==> src/common/sda_pkg.sv <==
// Package: constants for the slow-domain indirect access and reset block
package sda_pkg;
  // SFR addresses of the registers
  localparam logic [7:0] ADDR_DATA_HIGH = 8'hab;
  localparam logic [7:0] ADDR_DATA_LOW = 8'hac;
  localparam logic [7:0] ADDR_CONTROL = 8'had;
  localparam logic [7:0] ADDR_RESET_REASON = 8'hb1;
  // Control register fields
  localparam int CTRL_BUSY_BIT = 4;
  localparam int CTRL_DIR_BIT = 3;
  localparam int CTRL_ADDR_MSB = 2;
  localparam int CTRL_ADDR_W = 3;
  // Reset values
  localparam logic [7:0] DATA_RESET = 8'h00;
  localparam logic [1:0] REASON_RESET = 2'h2;
  localparam logic [15:0] WAKE_CFG_RESET = 16'h0000;
  // Reset reason fields
  localparam int REASON_OTHER_BIT = 0;
  localparam int REASON_ROM_BIT = 1;
  // Reset vectors
  localparam logic [15:0] VECTOR_CODE = 16'h0000;
  localparam logic [15:0] VECTOR_ROM = 16'h8000;
  // Indirect addresses of slow-domain targets
  localparam logic [2:0] IA_WDOG_LOAD = 3'h0;
  localparam logic [2:0] IA_WDOG_COUNT = 3'h1;
  localparam logic [2:0] IA_WAKE_LOWER = 3'h2;
  localparam logic [2:0] IA_WAKE_UPPER = 3'h3;
  // Wakeup field layout per pin nibble
  localparam int PIN_FIELD_W = 4;
  localparam int EDGE_LSB = 2;
  localparam int FILT_LSB = 0;
  // Filter codes and stable counts
  localparam logic [6:0] FILT_CNT_0 = 7'h00;
  localparam logic [6:0] FILT_CNT_1 = 7'h02;
  localparam logic [6:0] FILT_CNT_2 = 7'h08;
  localparam logic [6:0] FILT_CNT_3 = 7'h40;
  // Edge codes
  localparam logic [1:0] EDGE_OFF = 2'h0;
  localparam logic [1:0] EDGE_RISE = 2'h1;
  localparam logic [1:0] EDGE_FALL = 2'h2;
  localparam logic [1:0] EDGE_BOTH = 2'h3;
  // Timing
  localparam int CLK_HZ = 20000000;
  localparam int SLOW_CLOCK_HZ = 4000;
  localparam int SLOW_DIV_CYCLES = CLK_HZ / SLOW_CLOCK_HZ;
  localparam int RESET_HOLD_CYCLES = 16;
  // Transfer engine states
  typedef enum logic [0:0] {SDA_IDLE, SDA_WAIT} sda_xfer_e;
endpackage

==> src/design/sda_pin_wake.sv <==
// Per-pin wakeup synchroniser, debounce filter and edge detector
`timescale 1ns/1ps
module sda_pin_wake (
  input wire logic clk,
  input wire logic srst,
  input wire logic slow_tick,
  input wire logic pin,
  input wire logic [3:0] cfg,
  output logic wake
);
  // Two-stage synchroniser; first stage read only by second
  logic sync1_reg;
  logic sync2_reg;
  // Debounced level and stability counter
  logic filt_reg;
  logic [6:0] stab_reg;
  logic [6:0] need;
  logic [1:0] edge_sel;

  // Synchronise the asynchronous port pin
  always_ff @(posedge clk) begin
    if (srst) begin
      sync1_reg <= 1'b0;
      sync2_reg <= 1'b0;
    end else begin
      sync1_reg <= pin;
      sync2_reg <= sync1_reg;
    end
  end

  // Stable-pulse demand from the filter code
  always_comb begin
    edge_sel = cfg[sda_pkg::EDGE_LSB +: 2];
    case (cfg[sda_pkg::FILT_LSB +: 2])
      2'h0: need = sda_pkg::FILT_CNT_0;
      2'h1: need = sda_pkg::FILT_CNT_1;
      2'h2: need = sda_pkg::FILT_CNT_2;
      default: need = sda_pkg::FILT_CNT_3;
    endcase
  end

  // Debounce on slow-clock pulses: input must stay changed for need pulses
  always_ff @(posedge clk) begin
    if (srst) begin
      filt_reg <= 1'b0;
      stab_reg <= 7'h00;
    end else if (sync2_reg == filt_reg) begin
      stab_reg <= 7'h00;
    end else if (need == sda_pkg::FILT_CNT_0) begin
      filt_reg <= sync2_reg; // Zero count passes straight through
    end else if (slow_tick) begin
      if (stab_reg + 7'h01 >= need) begin
        filt_reg <= sync2_reg;
        stab_reg <= 7'h00;
      end else begin
        stab_reg <= stab_reg + 7'h01;
      end
    end
  end

  // Edge selection on the filtered level change
  always_comb begin
    case (edge_sel)
      sda_pkg::EDGE_RISE: wake = (sync2_reg != filt_reg) && sync2_reg && (need == sda_pkg::FILT_CNT_0 ||
        (slow_tick && stab_reg + 7'h01 >= need));
      sda_pkg::EDGE_FALL: wake = (sync2_reg != filt_reg) && !sync2_reg && (need == sda_pkg::FILT_CNT_0 ||
        (slow_tick && stab_reg + 7'h01 >= need));
      sda_pkg::EDGE_BOTH: wake = (sync2_reg != filt_reg) && (need == sda_pkg::FILT_CNT_0 ||
        (slow_tick && stab_reg + 7'h01 >= need));
      default: wake = 1'b0;
    endcase
  end
endmodule

==> src/design/sda_top.sv <==
// Top: SFR indirect access to slow-clock watchdog and pin wakeup, reset control
`timescale 1ns/1ps
module sda_top #(
  parameter int SLOW_DIV = sda_pkg::SLOW_DIV_CYCLES,
  parameter int PINS = 8
) (
  input wire logic CLK,
  input wire logic SRST,
  input wire logic [7:0] SFR_ADDR,
  input wire logic [7:0] SFR_WDATA,
  input wire logic SFR_WR,
  input wire logic SFR_RD,
  output logic [7:0] SFR_RDATA,
  input wire logic [PINS-1:0] PORT0_PIN,
  output logic WAKEUP,
  output logic CPU_RESET,
  output logic BOOT_LOAD,
  output logic [15:0] RESET_VECTOR
);
  ////////////////////////////////////////////////////////////////
  // Declarations
  logic [7:0] data_high_reg; // Transfer word, upper byte
  logic [7:0] data_low_reg; // Transfer word, lower byte
  logic ctrl_dir_reg; // Direction of last transfer
  logic [2:0] ctrl_addr_reg; // Indirect address
  logic busy_reg; // Transfer in flight
  logic [1:0] reason_reg; // Reset reason and vector select
  logic [15:0] wake_upper_reg; // Pins 7..4 wake config
  logic [15:0] wake_lower_reg; // Pins 3..0 wake config
  logic [15:0] wdog_load_reg; // Watchdog reload value
  logic [15:0] wdog_cnt_reg; // Watchdog down counter
  logic wdog_on_reg; // Watchdog armed
  logic wdog_fire; // Watchdog reached zero
  logic wdog_reload; // Write transfer to the watchdog load target completes
  logic sys_init; // Any reset source active
  logic [$clog2(SLOW_DIV)-1:0] div_reg; // Slow clock divider
  logic slow_tick_reg; // One pulse per slow-clock period
  logic [$clog2(sda_pkg::RESET_HOLD_CYCLES+1)-1:0] hold_reg; // Reset stretch
  sda_pkg::sda_xfer_e xfer_reg; // Transfer engine state
  logic [15:0] xfer_word; // Word handed to a target
  logic [PINS-1:0] pin_wake; // Per-pin wakeup events
  logic wr_ctrl;

  // Only two reset sources exist: the SRST power-on input and the watchdog
  assign sys_init = SRST || wdog_fire;
  assign wr_ctrl = SFR_WR && (SFR_ADDR == sda_pkg::ADDR_CONTROL);
  assign xfer_word = {data_high_reg, data_low_reg};

  ////////////////////////////////////////////////////////////////
  // Slow clock: the always-on logic steps on this enable, not a second clock
  always_ff @(posedge CLK) begin
    if (SRST || div_reg == $bits(div_reg)'(SLOW_DIV - 1)) begin
      div_reg <= '0;
      slow_tick_reg <= !SRST;
    end else begin
      div_reg <= div_reg + 1'b1;
      slow_tick_reg <= 1'b0;
    end
  end

  ////////////////////////////////////////////////////////////////
  // Data bytes: CPU writes, and read results from the slow side land here
  always_ff @(posedge CLK) begin
    if (sys_init) begin
      data_high_reg <= sda_pkg::DATA_RESET;
      data_low_reg <= sda_pkg::DATA_RESET;
    end else if (xfer_reg == sda_pkg::SDA_WAIT && slow_tick_reg && !ctrl_dir_reg) begin
      // Read completes: the target value lands on the same edge that busy drops
      case (ctrl_addr_reg)
        sda_pkg::IA_WDOG_LOAD: {data_high_reg, data_low_reg} <= wdog_load_reg;
        sda_pkg::IA_WDOG_COUNT: {data_high_reg, data_low_reg} <= wdog_cnt_reg;
        sda_pkg::IA_WAKE_LOWER: {data_high_reg, data_low_reg} <= wake_lower_reg;
        sda_pkg::IA_WAKE_UPPER: {data_high_reg, data_low_reg} <= wake_upper_reg;
        default: {data_high_reg, data_low_reg} <= 16'h0000;
      endcase
    end else if (SFR_WR && SFR_ADDR == sda_pkg::ADDR_DATA_HIGH) begin
      data_high_reg <= SFR_WDATA; // Writes while busy are undefined by contract
    end else if (SFR_WR && SFR_ADDR == sda_pkg::ADDR_DATA_LOW) begin
      data_low_reg <= SFR_WDATA;
    end
  end

  ////////////////////////////////////////////////////////////////
  // Control register and transfer engine
  always_ff @(posedge CLK) begin
    if (sys_init) begin
      ctrl_dir_reg <= 1'b0;
      ctrl_addr_reg <= 3'h0;
      busy_reg <= 1'b0;
      xfer_reg <= sda_pkg::SDA_IDLE;
    end else begin
      case (xfer_reg)
        sda_pkg::SDA_IDLE: begin
          if (wr_ctrl) begin
            ctrl_dir_reg <= SFR_WDATA[sda_pkg::CTRL_DIR_BIT];
            ctrl_addr_reg <= SFR_WDATA[sda_pkg::CTRL_ADDR_MSB -: sda_pkg::CTRL_ADDR_W];
            busy_reg <= 1'b1;
            xfer_reg <= sda_pkg::SDA_WAIT;
          end
        end
        default: begin
          // Finish on the next slow-clock pulse, mimicking the slow domain
          if (slow_tick_reg) begin
            busy_reg <= 1'b0;
            xfer_reg <= sda_pkg::SDA_IDLE;
          end
        end
      endcase
    end
  end

  ////////////////////////////////////////////////////////////////
  // Slow-domain targets: written when a write transfer completes
  always_ff @(posedge CLK) begin
    if (sys_init) begin
      wake_upper_reg <= sda_pkg::WAKE_CFG_RESET;
      wake_lower_reg <= sda_pkg::WAKE_CFG_RESET;
      wdog_load_reg <= 16'h0000;
    end else if (xfer_reg == sda_pkg::SDA_WAIT && slow_tick_reg && ctrl_dir_reg) begin
      if (ctrl_addr_reg == sda_pkg::IA_WDOG_LOAD) begin
        wdog_load_reg <= xfer_word;
      end else if (ctrl_addr_reg == sda_pkg::IA_WAKE_LOWER) begin
        wake_lower_reg <= xfer_word;
      end else if (ctrl_addr_reg == sda_pkg::IA_WAKE_UPPER) begin
        wake_upper_reg <= xfer_word;
      end
    end
  end

  ////////////////////////////////////////////////////////////////
  // Watchdog: armed by any control write, stopped only by reset
  assign wdog_reload = xfer_reg == sda_pkg::SDA_WAIT && slow_tick_reg && ctrl_dir_reg &&
    ctrl_addr_reg == sda_pkg::IA_WDOG_LOAD;
  // A reload on the same tick wins over expiry: the first load arms with the counter still at zero
  assign wdog_fire = wdog_on_reg && slow_tick_reg && !wdog_reload &&
    (wdog_cnt_reg == 16'h0001 || wdog_cnt_reg == 16'h0000);
  always_ff @(posedge CLK) begin
    if (sys_init) begin
      wdog_on_reg <= 1'b0;
      wdog_cnt_reg <= 16'h0000;
    end else begin
      if (wr_ctrl) begin
        wdog_on_reg <= 1'b1;
      end
      if (wdog_reload) begin
        wdog_cnt_reg <= xfer_word; // Reload keeps the watchdog quiet
      end else if (wdog_on_reg && slow_tick_reg) begin
        wdog_cnt_reg <= wdog_cnt_reg - 16'h0001;
      end
    end
  end

  ////////////////////////////////////////////////////////////////
  // Reset reason and vector select
  always_ff @(posedge CLK) begin
    if (SRST) begin
      reason_reg <= sda_pkg::REASON_RESET; // Power-on leaves bit 0 clear
    end else if (wdog_fire) begin
      // Same init as power-on, but the reason shows another source
      reason_reg <= sda_pkg::REASON_RESET | 2'h1;
    end else if (SFR_WR && SFR_ADDR == sda_pkg::ADDR_RESET_REASON) begin
      reason_reg <= SFR_WDATA[1:0]; // Clearing bit 0 raises BOOT_LOAD
    end
  end

  ////////////////////////////////////////////////////////////////
  // Reset stretch and startup: hold the CPU, then release to the vector
  always_ff @(posedge CLK) begin
    if (sys_init) begin
      hold_reg <= $bits(hold_reg)'(sda_pkg::RESET_HOLD_CYCLES);
      CPU_RESET <= 1'b1;
    end else if (hold_reg != '0) begin
      hold_reg <= hold_reg - 1'b1;
      CPU_RESET <= 1'b1;
    end else begin
      CPU_RESET <= 1'b0;
    end
  end

  // Vector and boot loader request follow the reason register
  always_ff @(posedge CLK) begin
    if (SRST) begin
      RESET_VECTOR <= sda_pkg::VECTOR_ROM;
      BOOT_LOAD <= 1'b1;
    end else begin
      RESET_VECTOR <= reason_reg[sda_pkg::REASON_ROM_BIT] ? sda_pkg::VECTOR_ROM : sda_pkg::VECTOR_CODE;
      BOOT_LOAD <= !reason_reg[sda_pkg::REASON_OTHER_BIT];
    end
  end

  ////////////////////////////////////////////////////////////////
  // SFR read mux; busy is read-only and software writes to it are dropped
  always_ff @(posedge CLK) begin
    if (SRST) begin
      SFR_RDATA <= 8'h00;
    end else if (!SFR_RD) begin
      SFR_RDATA <= 8'h00;
    end else if (SFR_ADDR == sda_pkg::ADDR_DATA_HIGH) begin
      SFR_RDATA <= data_high_reg;
    end else if (SFR_ADDR == sda_pkg::ADDR_DATA_LOW) begin
      SFR_RDATA <= data_low_reg;
    end else if (SFR_ADDR == sda_pkg::ADDR_CONTROL) begin
      SFR_RDATA <= {3'h0, busy_reg, ctrl_dir_reg, ctrl_addr_reg};
    end else if (SFR_ADDR == sda_pkg::ADDR_RESET_REASON) begin
      SFR_RDATA <= {6'h00, reason_reg};
    end else begin
      SFR_RDATA <= 8'h00; // Other SFRs belong to other blocks
    end
  end

  ////////////////////////////////////////////////////////////////
  // Per-pin wakeup: pin n uses nibble n mod 4 of its config word
  genvar gi;
  generate
    for (gi = 0; gi < PINS; gi++) begin : g_pin
      sda_pin_wake u_wake (
        .clk(CLK),
        .srst(SRST),
        .slow_tick(slow_tick_reg),
        .pin(PORT0_PIN[gi]),
        .cfg(gi >= 4 ? wake_upper_reg[(gi%4)*sda_pkg::PIN_FIELD_W +: sda_pkg::PIN_FIELD_W]
                     : wake_lower_reg[(gi%4)*sda_pkg::PIN_FIELD_W +: sda_pkg::PIN_FIELD_W]),
        .wake(pin_wake[gi])
      );
    end
  endgenerate

  // Registered wakeup pulse from any pin
  always_ff @(posedge CLK) begin
    if (SRST) begin
      WAKEUP <= 1'b0;
    end else begin
      WAKEUP <= |pin_wake;
    end
  end
endmodule

==> config.mk <==
export PLATFORM = sky130hd
export DESIGN_NAME = sda_top
export DESIGN_NICKNAME = d
export VERILOG_FILES = /design/src/common/sda_pkg.sv /design/src/design/sda_pin_wake.sv /design/src/design/sda_top.sv
export SDC_FILE = /design/constraint.sdc
export NUM_CORES = 1
export LEC_CHECK = 0
export BUFFER_PORTS_ARGS = -buffer_cell sky130_fd_sc_hd__buf_4
export CAP_MARGIN = 20
export CORE_ASPECT_RATIO = 1.1
export CORE_MARGIN = 5
export CORE_UTILIZATION = 30
export DETAILED_ROUTE_END_ITERATION = 6
export PLACE_DENSITY_LB_ADDON = 0.3
export SLEW_MARGIN = 20
export SYNTH_ARGS = -nofsm -noshare
export SYNTH_HDL_FRONTEND = slang
export SYNTH_SLANG_ARGS = --single-unit
==> constraint.sdc <==
create_clock -name CLK -period 7.4 [get_ports CLK]
set_clock_uncertainty 0.1 [all_clocks]
set_input_delay 1.48 -clock CLK [delete_from_list [all_inputs] [get_ports CLK]]
set_output_delay 1.48 -clock CLK [all_outputs]
set_load 0.05 [all_outputs]
==> results by group, run 1 <==
Outcome
  – Status: finished clean

Yosys
  – Async SR Flop Fraction: 0%
  – Synth cell types: 67
  – Primary FF master, synth: dfxtp_1
  – Register area share after synthesis: 39.2%
  – Post-synth EDFFs: 0
  – FF+latch count, synth: 200
  – YS warnings: 0
  – Dominant cells by area after synthesis: dfxtp_1 (39%), nand2_1 (7.2%), a21oi_1 (7.1%), ha_1 (4.4%), nor2_1 (4.4%)
  – Mapped Cells: 1272
  – Mapped Area: 10200 um^2
  – Cell taking the most area after synthesis: dfxtp_1
  – Avg Inst Size Synth: 8.03 um^2
  – Synth top area share: 39.2%

Flow run
  – Max-cap violations: 0

Layout
  – Number of flip-flops in the largest register: 56
  – Share of post-route cells with drive strength above 1: 8.44%
  – Commonest non-fill, non-tap cell in the layout: dfxtp_1
  – Final non-filler cell area: 11400 um^2
  – FILL cells: 3555
  – Antenna Cells: 0
  – Fin nets: 1342
  – Area Overhead vs Synth: 11.5%
  – Most frequent cells in the layout: dfxtp_1 (200), nand2_1 (195), a21oi_1 (144)
  – Non-Filler Instances: 1723

Timing
  – Setup TNS: 0 ns
  – Hold Vio Cnt, Final: 0
  – Slew margin rel.: 31.6%
  – Period minus WS final: 3.00 ns
  – FMAX: 334 MHz
  – Max-slew violation count: 0
  – Crit share post-route: 40.5%
  – Final setup viols: 0
  – RSZ-0062 raised after global routing: false
  – Slew @ Worst Pin: 1.03 ns

Floorplanning
  – Cell Rows: 70
  – Vert. Die Dim: 203 um
  – Core box area: 33500 um^2
  – Num ports: 55
  – Die W: 186 um
  – Die area: 37800 um^2
  – Starting density of the core: 30.5%

Hold path
  – Worst hold start: g_pin[7].u_wake.sync1_reg
  – Worst Hold End: g_pin[7].u_wake.sync2_reg
  – Hold WC Path Type: reg2reg
  – Hold Path Depth: 1

Critical path
  – CP arrival: 3.20 ns
  – Slowest stage delay, CP: 0.77 ns
  – Crit-path slowest cell: buf_4
  – Critical Path End Type: flop
  – CP max FO: 94
  – WP data required: 7.60 ns
  – RR Startpoint: slow_tick_reg
  – R2R Setup Slk: 4.40 ns
  – Startpoint class of the critical path: flop
  – Reg2Reg Depth: 7
  – Critical path class: reg2reg
  – RR Endpoint: hold_reg[2]
  – Most used cell, CP: buf_4
  – Critical-path cell list: buf_4 > nand4bb_1 > nor3_2 > nand4_1 > nand2b_2 > buf_4 > nor3_1

GRT
  – Overall routing resource usage: 14.4%
  – First-pass GRT wire length: 44400 um
  – Largest net degree at the start of global routing: 95
  – Grt total ovfl: 0
  – Vias in the first global route: 8459
  – Antenna violations before repair: 0

Route
  – Drt first pass iters: 5
  – Vias after detailed routing: 8853
  – Vias per cell: 5.14
  – WL per Instance: 15.6 um
  – DRC violations left: 0
  – First DRT Iteration DRCs: 542
  – Final ANT Viol Nets: 0
  – Routed wire length: 27000 um

Clock network
  – CTS sink count: 200
  – Post-CTS setup buffer count: 0
  – TritonCTS clock tree: done
  – CTS resizes: 0
  – CTS Root Cell: clkbuf_16
  – Clock slew at reported path FFs: 0.08 ns
  – H-tree Lvls: 4
  – CTS buffer count: 17
  – Clock Latency Late Sink: 0.45 ns
  – Cts hold-fix bufs: 0
  – CTS Buffer Depth: 2

Power and ir drop
  – Total power: 2.15 mW
  – Peak supply drop: 0.000112 V
  – P_leak: 3.86 nW
  – PD cells: 189 nW/um^2

Placed design
  – Post-DP HPWL: 19000 um
  – Port-buffer cells: 39
  – Post-DP Area: 10800 um^2
  – Gp weighted congestion: 0.840
  – # placed instances: 1691
==> worst max-delay path by stage <==
stage / start / endpoint / slack [ns] / cells after the start
global route: SFR_ADDR[6] / data_low_reg[5] / 4.24 / 8
floorplan: SFR_ADDR[0] / data_high_reg[0] / 4.37 / 9
detailed placement: SFR_ADDR[6] / data_low_reg[5] / 4.07 / 8
CTS: g_pin[7].u_wake.stab_reg[0] / WAKEUP / 4.43 / 12
global placement: SRST / data_high_reg[4] / 4.13 / 4
finish: slow_tick_reg / hold_reg[2] / 4.40 / 7
==> kinds of logic after synthesis <==
| family | synth area share [%] |
|---|---|
| other cells | 0.0367 |
| mux | 1.73 |
| fa+ha+maj | 4.41 |
| simple gates | 26.1 |
| flops | 39.2 |
| buf+inv | 4.39 |
| xor+xnor | 5.41 |
| compound gates | 18.7 |
==> synthesized netlist by cell type (12+ instances only) <==
| master | n |
|---|---|
| nand4_1 | 13 |
| o21ai_0 | 42 |
| nor3_1 | 30 |
| nor2_1 | 119 |
| nand3_1 | 54 |
| a211oi_1 | 16 |
| inv_1 | 23 |
| ha_1 | 36 |
| xor2_1 | 30 |
| dfxtp_1 | 200 |
| xnor2_1 | 33 |
| nand3b_1 | 14 |
| clkbuf_1 | 30 |
| and3_1 | 14 |
| a22oi_1 | 46 |
| nand2_1 | 195 |
| nand2b_1 | 35 |
| nor2b_1 | 33 |
| buf_2 | 21 |
| buf_4 | 15 |
| mux2i_1 | 12 |
| a21oi_1 | 144 |
==> report_power, final <==
| part | internal, mW | switching [mW] |
|---|---|---|
| Sequential | 1.09 | 0.0120 |
| Combinational | 0.0408 | 0.0693 |
| Clock | 0.479 | 0.459 |
| Total | 1.61 | 0.540 |
==> metal layers <==
layer	routed length (um)	up-vias	GRT usage (%)
li1	-	4441	-
met4	603	0	4.55
met3	1150	33	2.27
met2	12300	187	22.6
met5	0	-	0
met1	12900	4192	20.1
==> worst max-delay path, delay by kind of cell, from the launching register on <==
family / cells / cell delay [ns]
and+or+nand+nor: 5 / 1.18
buffers and inverters: 2 / 1.15
DFF: 1 / 0.31
==> area by class of cell <==
| cell class | count | area, um^2 | share of cell area, % |
|---|---|---|---|
| inverter | 23 | 86.3 | 0.759 |
| clock buffer | 17 | 425 | 3.74 |
| tap | 432 | 541 | 4.75 |
| multi-input combinational | 990 | 5820 | 51.1 |
| timing repair buffer | 46 | 345 | 3.03 |
| sequential | 200 | 4000 | 35.2 |
| clock inverter | 15 | 160 | 1.41 |
==> metrics by stage <==
| step | hold WS [ns] | setup WS (ns) | utilization, % |
|---|---|---|---|
| 2_1_floorplan | 0.283 | 4.37 | - |
| 3_3_place_gp | 0.322 | 4.13 | 32.2 |
| 3_5_place_dp | 0.322 | 4.07 | 32.3 |
| 4_1_cts | 0.343 | 4.43 | 34.0 |
| 5_1_grt | 0.356 | 4.24 | 34.0 |
| 6_report | 0.341 | 4.40 | 34.0 |
Note: power is estimated with default switching activity, not from simulation.
==> run 2, diff against run 1 <==
ABC_AREA = 1   (was default)
clock period = 2.5 ns   (was 7.4 ns; I/O delays follow)
==> run 2 against run 1 <==
Against the previous run:
- synthesized area decreased by 0.56%
- utilization increased by 1.0 points
- routed wire length up 1.3%
- clock power rose to 3.1 times the previous value
- count of clock-buffer cells in the layout rose by 1
- non-clock buffer count increased by 25
- critical path type unchanged
- critical endpoint is now WAKEUP
- largest cell class unchanged
==> results by group, run 2 <==
Timing
  – Final worst slack: 0.170 ns (-4.23 ns)
  – Final setup viols: 0 (unchanged)
  – Crit share post-route: 93.2% (+53 points)
  – Min Hold Slack: 0.154 ns (-0.187 ns)
  – Period minus WS final: 2.33 ns (-0.667 ns)
  – Slew margin rel.: 57.7% (+26 points)
  – Max-slew violation count: 0 (unchanged)
  – FMAX: 429 MHz (+29%)
  – Slew @ Worst Pin: 0.630 ns (-0.397 ns)
  – Hold Vio Cnt, Final: 0 (unchanged)
  – Setup TNS: 0 ns (unchanged)

Critical path
  – Slowest stage delay, CP: 0.35 ns (-0.42 ns)
  – Critical Path Source: g_pin[2].u_wake.stab_reg[0]
  – Startpoint class of the critical path: flop
  – CP max FO: 5 (-95%)
  – RR Startpoint: g_pin[2].u_wake.stab_reg[0]
  – Most used cell, CP: nand2_1
  – CP arrival: 2.55 ns (-0.65 ns)
  – WP data required: 2.72 ns (-4.88 ns)
  – Crit-path slowest cell: dfxtp_1
  – Critical Path End Type: flop
  – Critical-path cell list: ha_2 > inv_1 > ha_1 > a21oi_1 > nand2_1 > nand2_1 > nand4_1 > nand2_1 > nand2_1 > nand2_1 > nand2_1 > nand2_1 > nand2_1 > nor2_1 > a21oi_1
  – Critical path class: reg2reg

Yosys
  – Primary FF master, synth: dfxtp_1
  – Avg Inst Size Synth: 6.88 um^2 (-14%)
  – Async SR Flop Fraction: 0% (unchanged)
  – Count leader, synth: nand2_1
  – Synth cell types: 49 (-27%)
  – Dominant cells by area after synthesis: dfxtp_1 (39%), nand2_1 (13%), a21oi_1 (8.4%), inv_1 (6.9%), nor2_1 (6.5%)
  – Cell taking the most area after synthesis: dfxtp_1
  – Mapped Area: 10200 um^2 (-0.56%)
  – YS warnings: 0 (unchanged)
  – Synth top area share: 39.4% (+0.22 points)
  – Post-synth EDFFs: 0 (unchanged)
  – Mapped Cells: 1476 (+16%)
  – Register area share after synthesis: 39.4% (+0.22 points)
  – Most frequent cells after synthesis: nand2_1 (348), dfxtp_1 (200), inv_1 (186)
  – FF+latch count, synth: 200 (unchanged)

GRT
  – First-pass GRT wire length: 44800 um (+1.0%)
  – Antenna violations before repair: 1 (+1)
  – Largest net degree at the start of global routing: 29 (-69%)
  – Overall routing resource usage: 14.6% (+0.24 points)
  – Grt total ovfl: 0 (unchanged)
  – Vias in the first global route: 8899 (+5.2%)

Floorplanning
  – Core box area: 33400 um^2 (-0.26%)
  – Starting density of the core: 30.4% (-0.092 points)
  – Vert. Die Dim: 203 um (-0.27%)
  – Die area: 37600 um^2 (-0.54%)
  – Die W: 185 um (-0.27%)
  – Cell Rows: 70 (unchanged)
  – Num ports: 55 (unchanged)

Clock network
  – CTS sink count: 200 (unchanged)
  – Clock Latency Late Sink: 0.44 ns (about the same)
  – H-tree Lvls: 4 (unchanged)
  – Clock slew at reported path FFs: 0.08 ns (about the same)
  – TritonCTS clock tree: done
  – Post-CTS setup buffer count: 0 (unchanged)
  – CTS Buffer Depth: 2 (unchanged)
  – CTS Root Cell: clkbuf_16
  – CTS buffer count: 17 (unchanged)

Placed design
  – Gp weighted congestion: 0.874 (+4.1%)
  – Dpl ws: 0.140 ns (-3.93 ns)
  – Post-DP Area: 11000 um^2 (+2.2%)
  – Port-buffer cells: 39 (unchanged)
  – Post-DP HPWL: 20400 um (+7.3%)

Flow run
  – Max-cap violations: 0 (unchanged)

Power and ir drop
  – Internal: 4.88 mW (+200%)
  – Peak supply drop: 0.000386 V (+250%)
  – Comb pwr share: 5.1% (about the same)
  – PD cells: 555 nW/um^2 (+190%)
  – Part of the power in registers: 50.4% (-0.9 points)
  – Net Sw Frac: 24.8% (-0.23 points)
  – Sw power: 1.61 mW (+200%)
  – Clock share of power: 44.5% (+1.0 points)
  – P_leak: 4.39 nW (+14%)

Route
  – First DRT Iteration DRCs: 654 (+21%)
  – Vias after detailed routing: 9367 (+5.8%)
  – Final ANT Viol Nets: 0 (unchanged)
  – Routed wire length: 27300 um (+1.3%)
  – WL per Instance: 13.8 um (-12%)
  – Drt first pass iters: 5 (unchanged)
  – DRC violations left: 0 (unchanged)
  – Vias per cell: 4.75 (-7.6%)

Layout
  – Final non-filler cell area: 11700 um^2 (+2.8%)
  – Final core occ: 35.1% (+1.0 points)
  – Antenna Cells: 0 (unchanged)
  – Area Overhead vs Synth: 15.3%
  – FILL cells: 3612 (+1.6%)
  – Share of post-route cells with drive strength above 1: 9.08% (+0.64 points)
  – Fin nets: 1593 (+19%)
  – Commonest non-fill, non-tap cell in the layout: nand2_1
  – Number of flip-flops in the largest register: 56 (unchanged)
  – Most frequent cells in the layout: nand2_1 (347), dfxtp_1 (199), inv_1 (186)

Outcome
  – Status: finished clean

Hold path
  – Worst hold start: PORT0_PIN[2]
  – Hold WC Path Type: in2reg
==> run 2: cell count changes after synthesis, sizes merged, moves of 15 or more <==
cell | previous run | this run
inv | 23 | 190
nand2 | 196 | 351
nor2 | 120 | 183
a22oi | 46 | 4
nand2b | 35 | 0
nor2b | 33 | 0
a21oi | 145 | 171
o21ai | 47 | 71
xnor2 | 33 | 13
clkbuf | 34 | 16
xor2 | 30 | 13
a211oi | 16 | 1
nand3 | 54 | 69
==> run 2: cell families after synthesis <==
kind of cell,Yosys count,share of synthesized area (%)
AOI/OAI and AO/OA,308,16.9
other,1,0.0369
buffers and inverters,249,10.1
DFF,200,39.4
and+or+nand+nor,656,26.8
adders and majority gates,36,4.44
xor gates and xnor gates,26,2.24
==> run 2: final timing paths <==
kind	endpoint	slack (ns)	cells past startpoint
setup / recovery	WAKEUP	0.17	15
hold / removal	g_pin[2].u_wake.sync1_reg	0.15	3
setup reg to reg	WAKEUP	0.17	15
hold reg to reg	g_pin[2].u_wake.sync2_reg	0.31	2
==> run 2: metal layers <==
layer  vias up  routed length [um]  GRT usage, %  share of wire, %
li1       4886                   -             -                 -
met2       165               13400          25.3                49
met4         0                 468          4.06               1.7
met1      4289               12400          18.9                45
met5         -                   0             0                 0
met3        27                 980          1.95               3.6
==> run 2: repair_timing <==
action	in CTS	in global routing
hold buffers	0	0
resized for setup	0	18
setup endpoints to repair	0	37
==> run 2: critical path, delay by kind of cell, from the launching register on <==
family | cells | cell delay, ns
and+or+nand+nor | 10 | 0.89
adders and majority gates | 2 | 0.61
DFF | 1 | 0.35
AOI/OAI and AO/OA | 2 | 0.22
buffers and inverters | 1 | 0.04
==> run 2: power groups by stage <==
| stage | Combinational, mW | Clock [mW] | Sequential, mW |
|---|---|---|---|
| floorplan | 0.249 | 0 | 3.35 |
| global placement | 0.329 | 0 | 3.35 |
| detailed placement | 0.332 | 0 | 3.35 |
| CTS | 0.333 | 2.95 | 3.27 |
| global route | 0.373 | 3.09 | 3.28 |
| finish | 0.330 | 2.88 | 3.27 |
==> run 2: final cells by class <==
cell class | instances | area, um^2 | area share, %
flip-flops and latches | 200 | 4010 | 34.2
inverters | 198 | 743 | 6.35
clock buffers | 18 | 429 | 3.67
clock inverters | 14 | 184 | 1.57
multi-input cells | 1041 | 5240 | 44.8
repair buffers | 71 | 558 | 4.77
well taps | 432 | 541 | 4.62
==> run 2: through the flow <==
| step | instances | power (mW) |
|---|---|---|
| 2_1_floorplan | 1490 | 3.60 |
| 3_3_place_gp | 1942 | 3.68 |
| 3_5_place_dp | 1942 | 3.68 |
| 4_1_cts | 1974 | 6.55 |
| 5_1_grt | 1974 | 6.74 |
| 6_report | 1974 | 6.49 |
==> run 3, diff against run 2 <==
clock period = 2.9 ns   (was 2.5 ns; I/O delays follow)
==> run 3 against run 2 <==
Against the previous run:
- sequential share of layout area rose by 0.54 points
- first-iteration DRC count fell by 12%
- setup slack improved by 0.28 ns
- via count rose by 0.92%
- routed wire length rose by 0.37%
- flip-flop and latch count did not move
- maximum frequency fell by 5.0%
- final cell count fell by 0.81%
- highest routed layer unchanged
==> results by group, run 3 (synthesized netlist as in run 2, its figures left out) <==
Outcome
  – Status: finished clean

Floorplanning
  – Die area: 37600 um^2 (unchanged)
  – Core box area: 33400 um^2 (unchanged)
  – Vert. Die Dim: 203 um (unchanged)
  – Die W: 185 um (unchanged)
  – Starting density of the core: 30.4% (unchanged)
  – Num ports: 55 (unchanged)
  – Cell Rows: 70 (unchanged)

Layout
  – Number of flip-flops in the largest register: 56 (unchanged)
  – Antenna Cells: 0 (unchanged)
  – Non-Filler Instances: 1958 (-0.81%)
  – FF/Latch Area: 4000 um^2 (about the same)
  – Most frequent cells in the layout: nand2_1 (348), dfxtp_1 (200), inv_1 (186)
  – Area Overhead vs Synth: 13.4%
  – Share of post-route cells with drive strength above 1: 7.14% (-1.9 points)
  – Multi-input combinational cell area: 5180 um^2 (-1.1%)
  – Final non-filler cell area: 11500 um^2 (-1.6%)
  – Commonest non-fill, non-tap cell in the layout: nand2_1
  – FILL cells: 3608 (-0.11%)
  – Fin nets: 1577 (-1.0%)

Clock network
  – CTS Root Cell: clkbuf_16
  – TritonCTS clock tree: done
  – CTS sink count: 200 (unchanged)
  – CTS buffer count: 17 (unchanged)
  – CTS Buffer Depth: 2 (unchanged)
  – Post-CTS setup buffer count: 0 (unchanged)
  – H-tree Lvls: 4 (unchanged)
  – CTS resizes: 0 (unchanged)
  – Clock slew at reported path FFs: 0.08 ns (about the same)
  – Clock Latency Late Sink: 0.44 ns (about the same)
  – Cts hold-fix bufs: 0 (unchanged)

Placed design
  – Post-DP HPWL: 20100 um (-1.6%)
  – Post-DP Area: 10900 um^2 (-1.1%)
  – Gp weighted congestion: 0.885 (+1.3%)
  – # placed instances: 1926 (-0.82%)
  – Dpl ws: 0.389 ns (+0.249 ns)
  – Port-buffer cells: 39 (unchanged)

Timing
  – FMAX: 408 MHz (-5.0%)
  – Final setup viols: 0 (unchanged)
  – Slew @ Worst Pin: 0.748 ns (+0.118 ns)
  – Hold Vio Cnt, Final: 0 (unchanged)
  – Setup TNS: 0 ns (unchanged)
  – Crit share post-route: 84.6% (-8.6 points)
  – Period minus WS final: 2.45 ns (+0.123 ns)
  – Final worst slack: 0.446 ns (+0.277 ns)
  – Slew margin rel.: 50.0% (-7.8 points)
  – RSZ-0062 raised after global routing: false
  – Max-slew violation count: 0 (unchanged)

Critical path
  – WP data required: 3.17 ns (+0.45 ns)
  – Critical Path End Type: flop
  – Startpoint class of the critical path: flop
  – CP arrival: 2.73 ns (+0.18 ns)
  – Critical path class: reg2reg
  – CP max FO: 6 (+1)

Flow run
  – Max-cap violations: 0 (unchanged)

GRT
  – Overall routing resource usage: 14.7% (+0.10 points)
  – First-pass GRT wire length: 45100 um (+0.54%)
  – Antenna violations before repair: 0 (-1)
  – Grt total ovfl: 0 (unchanged)
  – Vias in the first global route: 8857 (-0.47%)
  – Largest net degree at the start of global routing: 52 (+79%)

Power and ir drop
  – PD cells: 485 nW/um^2 (-13%)
  – Total power: 5.58 mW (-14%)
  – Peak supply drop: 0.000336 V (-13%)
  – P_leak: 4.32 nW (-1.8%)

Route
  – Routed wire length: 27400 um (+0.37%)
  – Vias per cell: 4.83 (+1.7%)
  – Drt first pass iters: 6 (+1)
  – Final ANT Viol Nets: 0 (unchanged)
  – DRC violations left: 0 (unchanged)
  – First DRT Iteration DRCs: 577 (-12%)
  – Vias after detailed routing: 9453 (+0.92%)
  – WL per Instance: 14.0 um (+1.2%)

Hold path
  – Hold WC Path Type: in2reg
-- run 3: report_power, final --
| part | switching [mW] | internal, mW |
|---|---|---|
| logic | 0.188 | 0.0960 |
| clock network | 1.17 | 1.31 |
| registers | 0.0303 | 2.79 |
-- run 3: layer usage --
metal	track usage, %	vias up	part of all wire, %
li1	-	4852	-
met1	19.0	4319	45
met2	25.0	226	48
met3	2.33	56	3.8
met4	4.69	0	2.5
met5	0	-	0
-- run 3: layout make-up --
cell class | count | share of cell area, %
multi-input cells | 1041 | 45.0
flip-flops and latches | 200 | 34.8
inverters | 198 | 6.46
well taps | 432 | 4.69
repair buffers | 55 | 3.80
clock buffers | 17 | 3.69
clock inverters | 15 | 1.56
-- run 3: worst paths after layout --
| kind | to | start | slack [ns] | cells past startpoint |
|---|---|---|---|---|
| min reg2reg | g_pin[2].u_wake.sync2_reg | g_pin[2].u_wake.sync1_reg | 0.30 | 2 |
| max | g_pin[1].u_wake.stab_reg[5] | g_pin[1].u_wake.stab_reg[0] | 0.45 | 10 |
| max reg2reg | g_pin[1].u_wake.stab_reg[5] | g_pin[1].u_wake.stab_reg[0] | 0.45 | 10 |
| min | g_pin[2].u_wake.sync1_reg | PORT0_PIN[2] | 0.24 | 3 |
-- run 3: through the flow --
stage | hold slack (ns) | util (%)
3_3_place_gp | 0.290 | 32.7
2_1_floorplan | 0.277 | -
5_1_grt | 0.236 | 34.5
3_5_place_dp | 0.296 | 32.7
6_report | 0.238 | 34.5
4_1_cts | 0.224 | 34.5
-- run 3: critical path, cell delays in order (launching register included) --
cell and delay (ns):
dfxtp_1 0.40, ha_1 0.24, nand2_1 0.10, nor3_1 0.22, xor2_1 0.24, ha_1 0.27
nand2_1 0.07, nand2_1 0.10, nor2_1 0.35, nand3_1 0.14, a21oi_1 0.14
